$ cat src/common/vlpl_pkg.sv
// constants and types shared by the link low-power, loopback and receive-filter block
package vlpl_pkg;

   localparam int CLK_MHZ = 50;

   // register byte offsets
   localparam logic [11:0] OFF_CTRL_ONE  = 12'h000;
   localparam logic [11:0] OFF_CTRL_TWO  = 12'h004;
   localparam logic [11:0] OFF_STATE_VEC = 12'h008;
   localparam logic [11:0] OFF_STATUS    = 12'h00C;

   // link_control_one fields
   localparam int BIT_WAIT_STOP = 0;
   // link_control_two fields
   localparam int BIT_DIGITAL_LOOP_ENABLE     = 0;
   localparam int BIT_ANALOG_LOOP_ENABLE     = 1;
   localparam int BIT_FAST      = 2;
   // status fields
   localparam int ST_MODE_LO    = 0;
   localparam int ST_MODE_HI    = 1;
   localparam int ST_RXF        = 2;
   localparam int ST_IDLE_WAIT  = 3;
   localparam int ST_IN_FRAME   = 4;

   // state vector codes, wakeup highest
   localparam logic [7:0] SV_NONE     = 8'h00;
   localparam logic [7:0] SV_EOF      = 8'h04;
   localparam logic [7:0] SV_INVALID  = 8'h08;
   localparam logic [7:0] SV_TOO_LONG = 8'h0C;
   localparam logic [7:0] SV_WAKEUP   = 8'h20;

   // filter end points
   localparam logic [3:0] FILT_MAX = 4'hF;
   localparam logic [3:0] FILT_MIN = 4'h0;

   // symbol times in microseconds
   localparam int EOD_US     = 200;
   localparam int EOF_US     = 280;
   localparam int IDLE_US    = 300;
   localparam int MIN_SYM_US = 60;

   localparam int EOD_CYC_DEF  = EOD_US * CLK_MHZ;
   localparam int EOF_CYC_DEF  = EOF_US * CLK_MHZ;
   localparam int IDLE_CYC_DEF = IDLE_US * CLK_MHZ;
   localparam logic [15:0] MIN_SYM_CYC = 16'(MIN_SYM_US * CLK_MHZ);

   // message length limit, counted in filtered edges
   localparam int MAX_MSG_BYTES = 12;
   localparam int BITS_PER_BYTE = 8;
   localparam logic [7:0] MAX_EDGES = 8'(MAX_MSG_BYTES * BITS_PER_BYTE + 1);

   typedef enum logic [1:0] {
      VLPL_RUN,
      VLPL_WAIT,
      VLPL_STOP,
      VLPL_WAKE
   } vlpl_pmode_t;

endpackage

$ cat src/verilog/vlpl_link.sv
// link low-power modes, loopback paths and receive noise filter with apb registers
//
// Contract
// - wait instruction with select clear enters link wait; clocks keep running.
// - wait instruction with select set enters link stop; link clocks halt.
// - stop instruction with select set enters link stop; everything halts.
// - link wait drives no bus; first rising edge raises interrupt, message kept.
// - leaving stop raises non-maskable wakeup, reported as top state vector code.
// - low-power modes never reset any register.
// - stop wakeup on first rising edge; clocks stay halted until cpu acknowledges.
// - waking message after full stop need not be received correctly.
// - with a loopback bit set, sleeping controller ignores bus traffic.
// - analog loop needs transceiver loop first; digital loop sets only its bit.
// - digital loop joins transmit to receive internally, bus not driven.
// - analog loop changes nothing; after exit wait for idle bus.
// - filter samples input each clock, counts on the following step.
// - counter up on high, down on low, saturating at 15 and 0.
// - output latch set at 15, cleared at 0, held otherwise.
// - clean transition reaches filter output after 15 to 16 periods; the code takes 17 from the filter input, 19 from the pin.
// - pulses below filter delay vanish; short symbols flagged invalid.
// - message holds at most 12 bytes beyond framing symbols, msb first.
// - wakeup behaviour identical in normal and fast receive mode.
`timescale 1ns/100ps
module vlpl_link
   import vlpl_pkg::*;
#(
   parameter logic [15:0] EOD_CYC  = 16'(EOD_CYC_DEF),
   parameter logic [15:0] EOF_CYC  = 16'(EOF_CYC_DEF),
   parameter logic [15:0] IDLE_CYC = 16'(IDLE_CYC_DEF)
)
(
   input  wire logic        clk_i,
   input  wire logic        arst_n_i,
   input  wire logic [11:0] paddr_i,
   input  wire logic        psel_i,
   input  wire logic        penable_i,
   input  wire logic        pwrite_i,
   input  wire logic [31:0] pwdata_i,
   output logic      [31:0] prdata_o,
   output logic             pready_o,
   output logic             pslverr_o,
   input  wire logic        cpu_wait_i,
   input  wire logic        cpu_stop_i,
   input  wire logic        tx_bit_i,
   input  wire logic        link_rx_in_i,
   output logic             link_tx_out_o,
   output logic             rx_filtered_o,
   output logic             wake_irq_o,
   output logic             wake_nmi_o,
   output logic             link_clk_halted_o
);

   // sticky flag update; a set in the clearing cycle wins
   function automatic logic upd_flag(input logic set, input logic clr, input logic q);
      upd_flag = set | (q & ~clr);
   endfunction

   // registers
   logic        wait_stop_select_ff;
   logic        digital_loop_enable_ff;
   logic        analog_loop_enable_ff;
   logic        fast_receive_mode_ff;
   vlpl_pmode_t pmode_ff;
   vlpl_pmode_t nxt_pmode;
   logic        rx_meta_ff;
   logic        rx_sync_ff;
   logic        rx_prev_ff;
   logic        samp_ff;
   logic [3:0]  cnt_ff;
   logic [3:0]  nxt_cnt;
   logic        rxf_ff;
   logic        rxf_prev_ff;
   logic [15:0] run_cnt_ff;
   logic [7:0]  edge_cnt_ff;
   logic        in_frame_ff;
   logic        idle_wait_ff;
   logic        eof_flag_ff;
   logic        inv_flag_ff;
   logic        long_flag_ff;
   logic        wake_flag_ff;
   logic        irq_ff;
   logic        tx_ff;
   logic        halted_ff;
   logic [31:0] prdata_ff;
   logic        pready_ff;
   logic        pslverr_ff;
   logic [7:0]  sv_code_ff;

   // bus decode
   wire setup     = psel_i & ~penable_i;
   wire acc       = psel_i & penable_i & pready_ff;
   wire wr_acc    = acc & pwrite_i;
   wire rd_acc    = acc & ~pwrite_i;
   wire hit_one   = (paddr_i == OFF_CTRL_ONE);
   wire hit_two   = (paddr_i == OFF_CTRL_TWO);
   wire hit_sv    = (paddr_i == OFF_STATE_VEC);
   wire hit_st    = (paddr_i == OFF_STATUS);
   wire hit_any   = hit_one | hit_two | hit_sv | hit_st;
   wire wr_one    = wr_acc & hit_one;
   wire wr_two    = wr_acc & hit_two;
   wire sv_read   = rd_acc & hit_sv;

   // priority encode of pending events, wakeup first
   wire [7:0] sv_code = wake_flag_ff ? SV_WAKEUP :
                        long_flag_ff ? SV_TOO_LONG :
                        inv_flag_ff  ? SV_INVALID :
                        eof_flag_ff  ? SV_EOF : SV_NONE;

   // clears act on the code captured at setup, not on a newer event
   wire clr_wake  = sv_read & (sv_code_ff == SV_WAKEUP);
   wire clr_long  = sv_read & (sv_code_ff == SV_TOO_LONG);
   wire clr_inv   = sv_read & (sv_code_ff == SV_INVALID);
   wire clr_eof   = sv_read & (sv_code_ff == SV_EOF);

   wire [31:0] rd_one = {31'h0000_0000, wait_stop_select_ff};
   wire [31:0] rd_two = {29'h0000_0000, fast_receive_mode_ff,
                         analog_loop_enable_ff, digital_loop_enable_ff};
   wire [31:0] rd_st  = {27'h0000_000, in_frame_ff, idle_wait_ff, rxf_ff,
                         pmode_ff[ST_MODE_HI], pmode_ff[ST_MODE_LO]};
   wire [31:0] rd_mux = hit_one ? rd_one :
                        hit_two ? rd_two :
                        hit_sv  ? {24'h00_0000, sv_code} :
                        hit_st  ? rd_st : 32'h0000_0000;

   // analog loop exit: bit falls on a write
   wire analog_loop_enable_exit = wr_two & analog_loop_enable_ff & ~pwdata_i[BIT_ANALOG_LOOP_ENABLE];

   // controller clocks run only in run and wait
   wire clk_on = (pmode_ff == VLPL_RUN) | (pmode_ff == VLPL_WAIT);

   // transmit path; never in low power or before idle after analog loop
   wire tx_int = tx_bit_i & (pmode_ff == VLPL_RUN) & ~idle_wait_ff;
   wire tx_pin = digital_loop_enable_ff ? 1'b0 : tx_int;
   wire rx_src = digital_loop_enable_ff ? tx_int : rx_sync_ff;

   // filter arithmetic
   wire cnt_up = samp_ff & (cnt_ff != FILT_MAX);
   wire cnt_dn = ~samp_ff & (cnt_ff != FILT_MIN);

   // filtered-level timing
   wire filt_edge  = rxf_ff ^ rxf_prev_ff;
   wire run_at_max = (run_cnt_ff == IDLE_CYC);
   wire short_sym  = filt_edge & in_frame_ff & (run_cnt_ff < MIN_SYM_CYC);
   wire eof_hit    = in_frame_ff & ~rxf_ff & (run_cnt_ff >= EOF_CYC);
   wire eod_hit    = ~rxf_ff & (run_cnt_ff == EOD_CYC);
   wire too_long   = filt_edge & in_frame_ff & (edge_cnt_ff == MAX_EDGES);
   wire bus_idle   = ~rxf_ff & run_at_max;

   // raw passive-to-active edge; filter may be halted
   wire act_edge = rx_sync_ff & ~rx_prev_ff;
   // loopback bits keep a sleeping node deaf to the bus
   wire wake_ok  = act_edge & ~digital_loop_enable_ff & ~analog_loop_enable_ff;

   // power mode sequencing; fast receive mode plays no part
   always_comb
   begin
      nxt_pmode = pmode_ff;
      case (pmode_ff)
         VLPL_RUN:
         begin
            if (cpu_stop_i && wait_stop_select_ff)
               nxt_pmode = VLPL_STOP;
            else if (cpu_wait_i && wait_stop_select_ff)
               nxt_pmode = VLPL_STOP;
            else if (cpu_wait_i)
               nxt_pmode = VLPL_WAIT;
         end
         VLPL_WAIT:
         begin
            if (wake_ok)
               nxt_pmode = VLPL_RUN;
         end
         VLPL_STOP:
         begin
            // the waking message is lost while clocks settle
            if (wake_ok)
               nxt_pmode = VLPL_WAKE;
         end
         VLPL_WAKE:
         begin
            if (clr_wake)
               nxt_pmode = VLPL_RUN;
         end
         default:
         begin
            nxt_pmode = VLPL_RUN;
         end
      endcase
   end

   always_comb
   begin
      nxt_cnt = cnt_ff;
      if (clk_on && cnt_up)
         nxt_cnt = cnt_ff + 4'h1;
      else if (clk_on && cnt_dn)
         nxt_cnt = cnt_ff - 4'h1;
   end

   // apb slave: no wait states, data captured at setup
   always_ff @(posedge clk_i or negedge arst_n_i)
   begin
      if (!arst_n_i)
      begin
         pready_ff  <= 1'b0;
         pslverr_ff <= 1'b0;
         prdata_ff  <= 32'h0000_0000;
         sv_code_ff <= SV_NONE;
      end
      else
      begin
         pready_ff  <= setup;
         pslverr_ff <= setup & ~hit_any;
         if (setup)
         begin
            prdata_ff  <= pwrite_i ? 32'h0000_0000 : rd_mux;
            sv_code_ff <= sv_code;
         end
      end
   end

   // control registers; low-power modes leave them alone
   always_ff @(posedge clk_i or negedge arst_n_i)
   begin
      if (!arst_n_i)
      begin
         wait_stop_select_ff    <= 1'b0;
         digital_loop_enable_ff <= 1'b0;
         analog_loop_enable_ff  <= 1'b0;
         fast_receive_mode_ff   <= 1'b0;
      end
      else
      begin
         if (wr_one)
            wait_stop_select_ff <= pwdata_i[BIT_WAIT_STOP];
         if (wr_two)
         begin
            digital_loop_enable_ff <= pwdata_i[BIT_DIGITAL_LOOP_ENABLE];
            analog_loop_enable_ff  <= pwdata_i[BIT_ANALOG_LOOP_ENABLE];
            fast_receive_mode_ff   <= pwdata_i[BIT_FAST];
         end
      end
   end

   // pin synchroniser and raw edge history
   always_ff @(posedge clk_i or negedge arst_n_i)
   begin
      if (!arst_n_i)
      begin
         rx_meta_ff <= 1'b0;
         rx_sync_ff <= 1'b0;
         rx_prev_ff <= 1'b0;
      end
      else
      begin
         rx_meta_ff <= link_rx_in_i;
         rx_sync_ff <= rx_meta_ff;
         rx_prev_ff <= rx_sync_ff;
      end
   end

   // filter: sample this edge, count from it on the next
   always_ff @(posedge clk_i or negedge arst_n_i)
   begin
      if (!arst_n_i)
      begin
         samp_ff     <= 1'b0;
         cnt_ff      <= FILT_MIN;
         rxf_ff      <= 1'b0;
         rxf_prev_ff <= 1'b0;
      end
      else
      begin
         cnt_ff <= nxt_cnt;
         if (clk_on)
         begin
            samp_ff     <= rx_src;
            rxf_prev_ff <= rxf_ff;
            // 15 agreeing samples needed, so short pulses die here
            if (cnt_ff == FILT_MAX)
               rxf_ff <= 1'b1;
            else if (cnt_ff == FILT_MIN)
               rxf_ff <= 1'b0;
         end
      end
   end

   // symbol length, frame and edge tracking on the filtered level
   always_ff @(posedge clk_i or negedge arst_n_i)
   begin
      if (!arst_n_i)
      begin
         run_cnt_ff  <= 16'h0000;
         edge_cnt_ff <= 8'h00;
         in_frame_ff <= 1'b0;
      end
      else if (clk_on)
      begin
         if (filt_edge)
            run_cnt_ff <= 16'h0000;
         else if (!run_at_max)
            run_cnt_ff <= run_cnt_ff + 16'h0001;
         if (filt_edge && rxf_ff)
            in_frame_ff <= 1'b1;
         else if (eof_hit)
            in_frame_ff <= 1'b0;
         // counting restarts at end of data so a response is judged alone
         if (eod_hit || !in_frame_ff)
            edge_cnt_ff <= 8'h00;
         else if (filt_edge && edge_cnt_ff != MAX_EDGES)
            edge_cnt_ff <= edge_cnt_ff + 8'h01;
      end
   end

   // sticky event flags read through the state vector
   always_ff @(posedge clk_i or negedge arst_n_i)
   begin
      if (!arst_n_i)
      begin
         eof_flag_ff  <= 1'b0;
         inv_flag_ff  <= 1'b0;
         long_flag_ff <= 1'b0;
         wake_flag_ff <= 1'b0;
      end
      else
      begin
         eof_flag_ff  <= upd_flag(clk_on & eof_hit, clr_eof, eof_flag_ff);
         inv_flag_ff  <= upd_flag(clk_on & short_sym, clr_inv, inv_flag_ff);
         long_flag_ff <= upd_flag(clk_on & too_long, clr_long, long_flag_ff);
         wake_flag_ff <= upd_flag((pmode_ff == VLPL_STOP) & wake_ok,
                                  clr_wake, wake_flag_ff);
      end
   end

   // power mode, idle wait and interrupt lines
   always_ff @(posedge clk_i or negedge arst_n_i)
   begin
      if (!arst_n_i)
      begin
         pmode_ff     <= VLPL_RUN;
         idle_wait_ff <= 1'b0;
         irq_ff       <= 1'b0;
         tx_ff        <= 1'b0;
         halted_ff    <= 1'b0;
      end
      else
      begin
         pmode_ff     <= nxt_pmode;
         // exit wins over a coincident idle, so the wait is never skipped
         idle_wait_ff <= upd_flag(analog_loop_enable_exit, clk_on & bus_idle, idle_wait_ff);
         // wait wake request, dropped by any state vector read
         irq_ff       <= upd_flag((pmode_ff == VLPL_WAIT) & wake_ok, sv_read, irq_ff);
         tx_ff        <= tx_pin;
         halted_ff    <= (nxt_pmode == VLPL_STOP) | (nxt_pmode == VLPL_WAKE);
      end
   end

   assign prdata_o          = prdata_ff;
   assign pready_o          = pready_ff;
   assign pslverr_o         = pslverr_ff;
   assign link_tx_out_o     = tx_ff;
   assign rx_filtered_o     = rxf_ff;
   assign wake_irq_o        = irq_ff;
   assign wake_nmi_o        = wake_flag_ff;
   assign link_clk_halted_o = halted_ff;

endmodule

$ cat config.mk
export PLATFORM = sky130hd
export DESIGN_NAME = vlpl_link
export DESIGN_NICKNAME = d
export VERILOG_FILES = /design/src/common/vlpl_pkg.sv /design/src/verilog/vlpl_link.sv
export SDC_FILE = /design/constraint.sdc
export NUM_CORES = 1
export LEC_CHECK = 0
export ABC_AREA = 1
export BUFFER_PORTS_ARGS = -buffer_cell sky130_fd_sc_hd__buf_2
export CORE_MARGIN = 2
export CORE_UTILIZATION = 54
export CTS_BUF_LIST = sky130_fd_sc_hd__clkbuf_16
export DETAILED_ROUTE_END_ITERATION = 6
export GPL_ROUTABILITY_DRIVEN = 0
export PLACE_DENSITY = 0.81
export SYNTH_ARGS = -nofsm -noshare
export SYNTH_HDL_FRONTEND = slang
export SYNTH_SLANG_ARGS = --single-unit
$ cat constraint.sdc
create_clock -name clk_i -period 2.15 [get_ports clk_i]
set_clock_uncertainty 0.15 [all_clocks]
set_input_delay 0.1075 -clock clk_i [delete_from_list [all_inputs] [get_ports clk_i]]
set_output_delay 0.1075 -clock clk_i [all_outputs]
set_load 0.01 [all_outputs]
==> run_results.csv <==
group,metric,value,unit
outcome,outcome,"finished clean",
logic_synthesis,synth_warnings,0,
clock_tree,cts_setup_buffers,0,
logic_synthesis,syn_area,3751,um2
layout,nets,650,
sta,final_max_slew_viol_count,0,
logic_synthesis,ys_ff_latch,60,
global_route,grt_pass1_vias,3264,
power,p_leak,2.223,nW
layout,ff_latch_area,1501,um2
power,ir_drop,0.0004211,V
sta,setup_tns,0,ns
floorplan,die_w,87.35,um
critical_path,critPathLaunchType,"flop",
critical_path,worst-path-buf-inv,1,
floorplan,dieArea,7629,um2
layout,final_cell_mix,"nand2_1 (154), nor2_1 (70), dfrtp_1 (60), inv_1 (56), nand3_1 (53)",
logic_synthesis,synthTopCellsByArea,"dfrtp_1 (40%), nand2_1 (15%), nand3_1 (7.1%), nor2_1 (7.0%), inv_1 (5.6%)",
sta,tightest_slew,0.7748,ns
sta,finalHoldViolations,0,
global_route,grtUsageTotal,24.02,%
floorplan,rows,30,
clock_tree,clk_path_buf_depth,2,
layout,layout-drive-gt1-share,12.63,%
logic_synthesis,yosysTopAreaCellShare,40.03,%
route,wl_met2,4150,um
logic_synthesis,dominantRegCellSynth,"dfrtp_1",
critical_path,slowest_delay,0.44,ns
layout,n_antenna_cell,0,
route,drt-vias-per-instance,5.282,
floorplan,die_h,87.35,um
critical_path,endpoint_kind,"flop",
logic_synthesis,yosysSeqAreaShare,40.03,%
sta,min_period,1.988,ns
critical_path,cp_max_fo,5,
route,drt_wl_total,8538,um
logic_synthesis,synth_cell_types,30,
clock_tree,clk_pin_slew,0.06,ns
job,drv_cap,0,
route,drt_iter0_drc,284,
critical_path,path_depth,10,
logic_synthesis,synthCells,534,
placement,dp_hpwl,5933,um
sta,fin_hold_ws,0.02222,ns
layout,multi_input_area,1849,um2
clock_tree,root_buffer,"clkbuf_16",
sta,fin_crit_sh,92.45,%
worst_hold_path,min_path_type,"in -> reg",
layout,fin_util,64.80,%
clock_tree,cts_buffers,9,
layout,area_delta_synth_final,16.71,%
placement,place_ws,0.1533,ns
critical_path,criticalPathCategory,"reg -> reg",
critical_path,startpoint,"cnt_ff[0]$_DFFE_PN0P_",
floorplan,ios,92,
sta,setup_ws,0.1623,ns
critical_path,r2r_start,"cnt_ff[0]$_DFFE_PN0P_",
critical_path,cpMaxStageDelayCell,"dfrtp_1",
critical_path,endpoint,"cnt_ff[3]$_DFFE_PN0P_",
critical_path,ff2ff_path_depth,10,
placement,post_dp_cell_area,3933,um2
layout,fill_cells,530,
sta,rsz0062_at_grt,"false",
sta,fmax,503.1,MHz
power,p_per_area,680.2,nW/um2
sta,setup_violations,0,
logic_synthesis,ys_async_sr_fraction,100.0,%
route,ant_nets,0,
critical_path,rrSetupSlack,0.16,ns
critical_path,r2r-end,"cnt_ff[3]$_DFFE_PN0P_",
global_route,grt_start_max_net_pins,61,
critical_path,crit_path_frequent_cell,"nand2_1",
logic_synthesis,synth_area_per_cell,7.025,um2
clock_tree,cts_tree,"done",
route,wl_met1,3663,um
sta,max_slew_margin,48.35,%
placement,portBuffers,36,
route,wl_per_cell,12.67,um
route,vias,3560,
floorplan,core,6756,um2
logic_synthesis,synth_edf_count,0,
critical_path,crit_family,"simple AND/OR/NAND/NOR gates",
route,drc,0,
route,firstDrtPassIters,6,
critical_path,path_cells,"nand4_1 > nand3_1 > ha_1 > nand2_1 > nor2_1 > nor2_1 > nand2_1 > nand3_1 > nand2_1 > inv_1",
clock_tree,h-tree-depth,3,
route,dr_wl_met3,558,um
logic_synthesis,yosysTopAreaCell,"dfrtp_1",
clock_tree,clock_latency,0.34,ns
floorplan,start_util,55.52,%
clock_tree,numClockSinks,60,
global_route,overflow,0,
critical_path,cp.arrival,2.07,ns
layout,final_common_cell,"nand2_1",
global_route,antenna_found_initial,0,
layout,fin_area,4378,um2
route,highest_layer,"met4",
global_route,grt_pass1_wl,14350,um
critical_path,cp.required,2.23,ns
-- worst min path at each step --
stage	end	slack [ns]	start	cells after the start
5_1_grt	sv_code_ff[2]$_DFFE_PN0P_	0.07	psel_i	5
3_3_place_gp	rx_meta_ff$_DFF_PN0_	0.06	link_rx_in_i	1
6_report	sv_code_ff[2]$_DFFE_PN0P_	0.02	psel_i	5
2_1_floorplan	analog_loop_enable_ff$_DFFE_PN0P_	-0.34	arst_n_i	0
4_1_cts	sv_code_ff[2]$_DFFE_PN0P_	0.02	psel_i	5
3_5_place_dp	rx_meta_ff$_DFF_PN0_	0.08	link_rx_in_i	1
-- synth_stat cells (all sizes together), types with 2 or more instances --
cell,n
o21ai,35
a21oi,11
xor2,7
clkbuf,5
nand4,12
nand2,158
o31ai,2
o21bai,2
dfrtp,60
nor3,6
inv,61
nor2,75
xnor2,2
ha,7
buf,32
nand3,53
-- layout make-up --
cell class / count / share of cell area [%]
Clock inverter: 7 / 2.286
Timing Repair Buffer: 56 / 8.517
Tap cell: 80 / 2.286
Clock buffer: 9 / 5.144
Sequential cell: 60 / 34.30
Inverter: 61 / 5.230
Multi-Input combinational cell: 401 / 42.24
-- sequential cells by signal, indices dropped and copies added (netlist names), 2 cells and up --
register,flops
cnt_ff,4
edge_cnt_ff,8
pmode_ff,2
prdata_o,6
run_cnt_ff,16
sv_code_ff,3
-- kinds of logic after synthesis --
family / count (synthesis) / share of synthesized area, %
buf+inv: 98 / 13.18
other cells: 1 / 0.09997
xor+xnor: 9 / 2.102
fa+ha+maj: 8 / 2.868
flops: 60 / 40.03
simple gates: 306 / 34.42
compound gates: 52 / 7.305
-- power breakdown --
group / leakage, nW / total (W) / internal [W] / switching (W)
registers: 0.750 / 0.00119 / 0.00116 / 0.0000280
clock network: 0.148 / 0.00157 / 0.00102 / 0.000550
logic: 1.32 / 0.000220 / 0.0000772 / 0.000143
total: 2.22 / 0.00298 / 0.00226 / 0.000721
-- routing by layer --
layer / vias to the layer above / track usage (%)
met2: 152 / 40.98
met5: - / 0
met3: 16 / 5.877
met4: 0 / 8.951
li1: 1752 / -
met1: 1640 / 29.29
-- metrics by stage --
stage	cells	total power (W)
2_1_floorplan	559	0.001360
3_3_place_gp	646	0.001398
3_5_place_dp	646	0.001408
4_1_cts	674	0.002989
5_1_grt	674	0.003083
6_report	674	0.002978
-- what timing repair did --
item                                   CTS  global route
setup endpoints to repair                0             1
hold buffers                            12             0
gates resized for setup                  0             1
endpoints found under the hold margin   75             0
-- worst min-delay path: stages --
cell	delay (ns)
buf_2	0.11
inv_1	0.06
nor2_2	0.07
nand2_1	0.07
nand2_1	0.04
No activity file was read; power rests on OpenSTA's default activity.
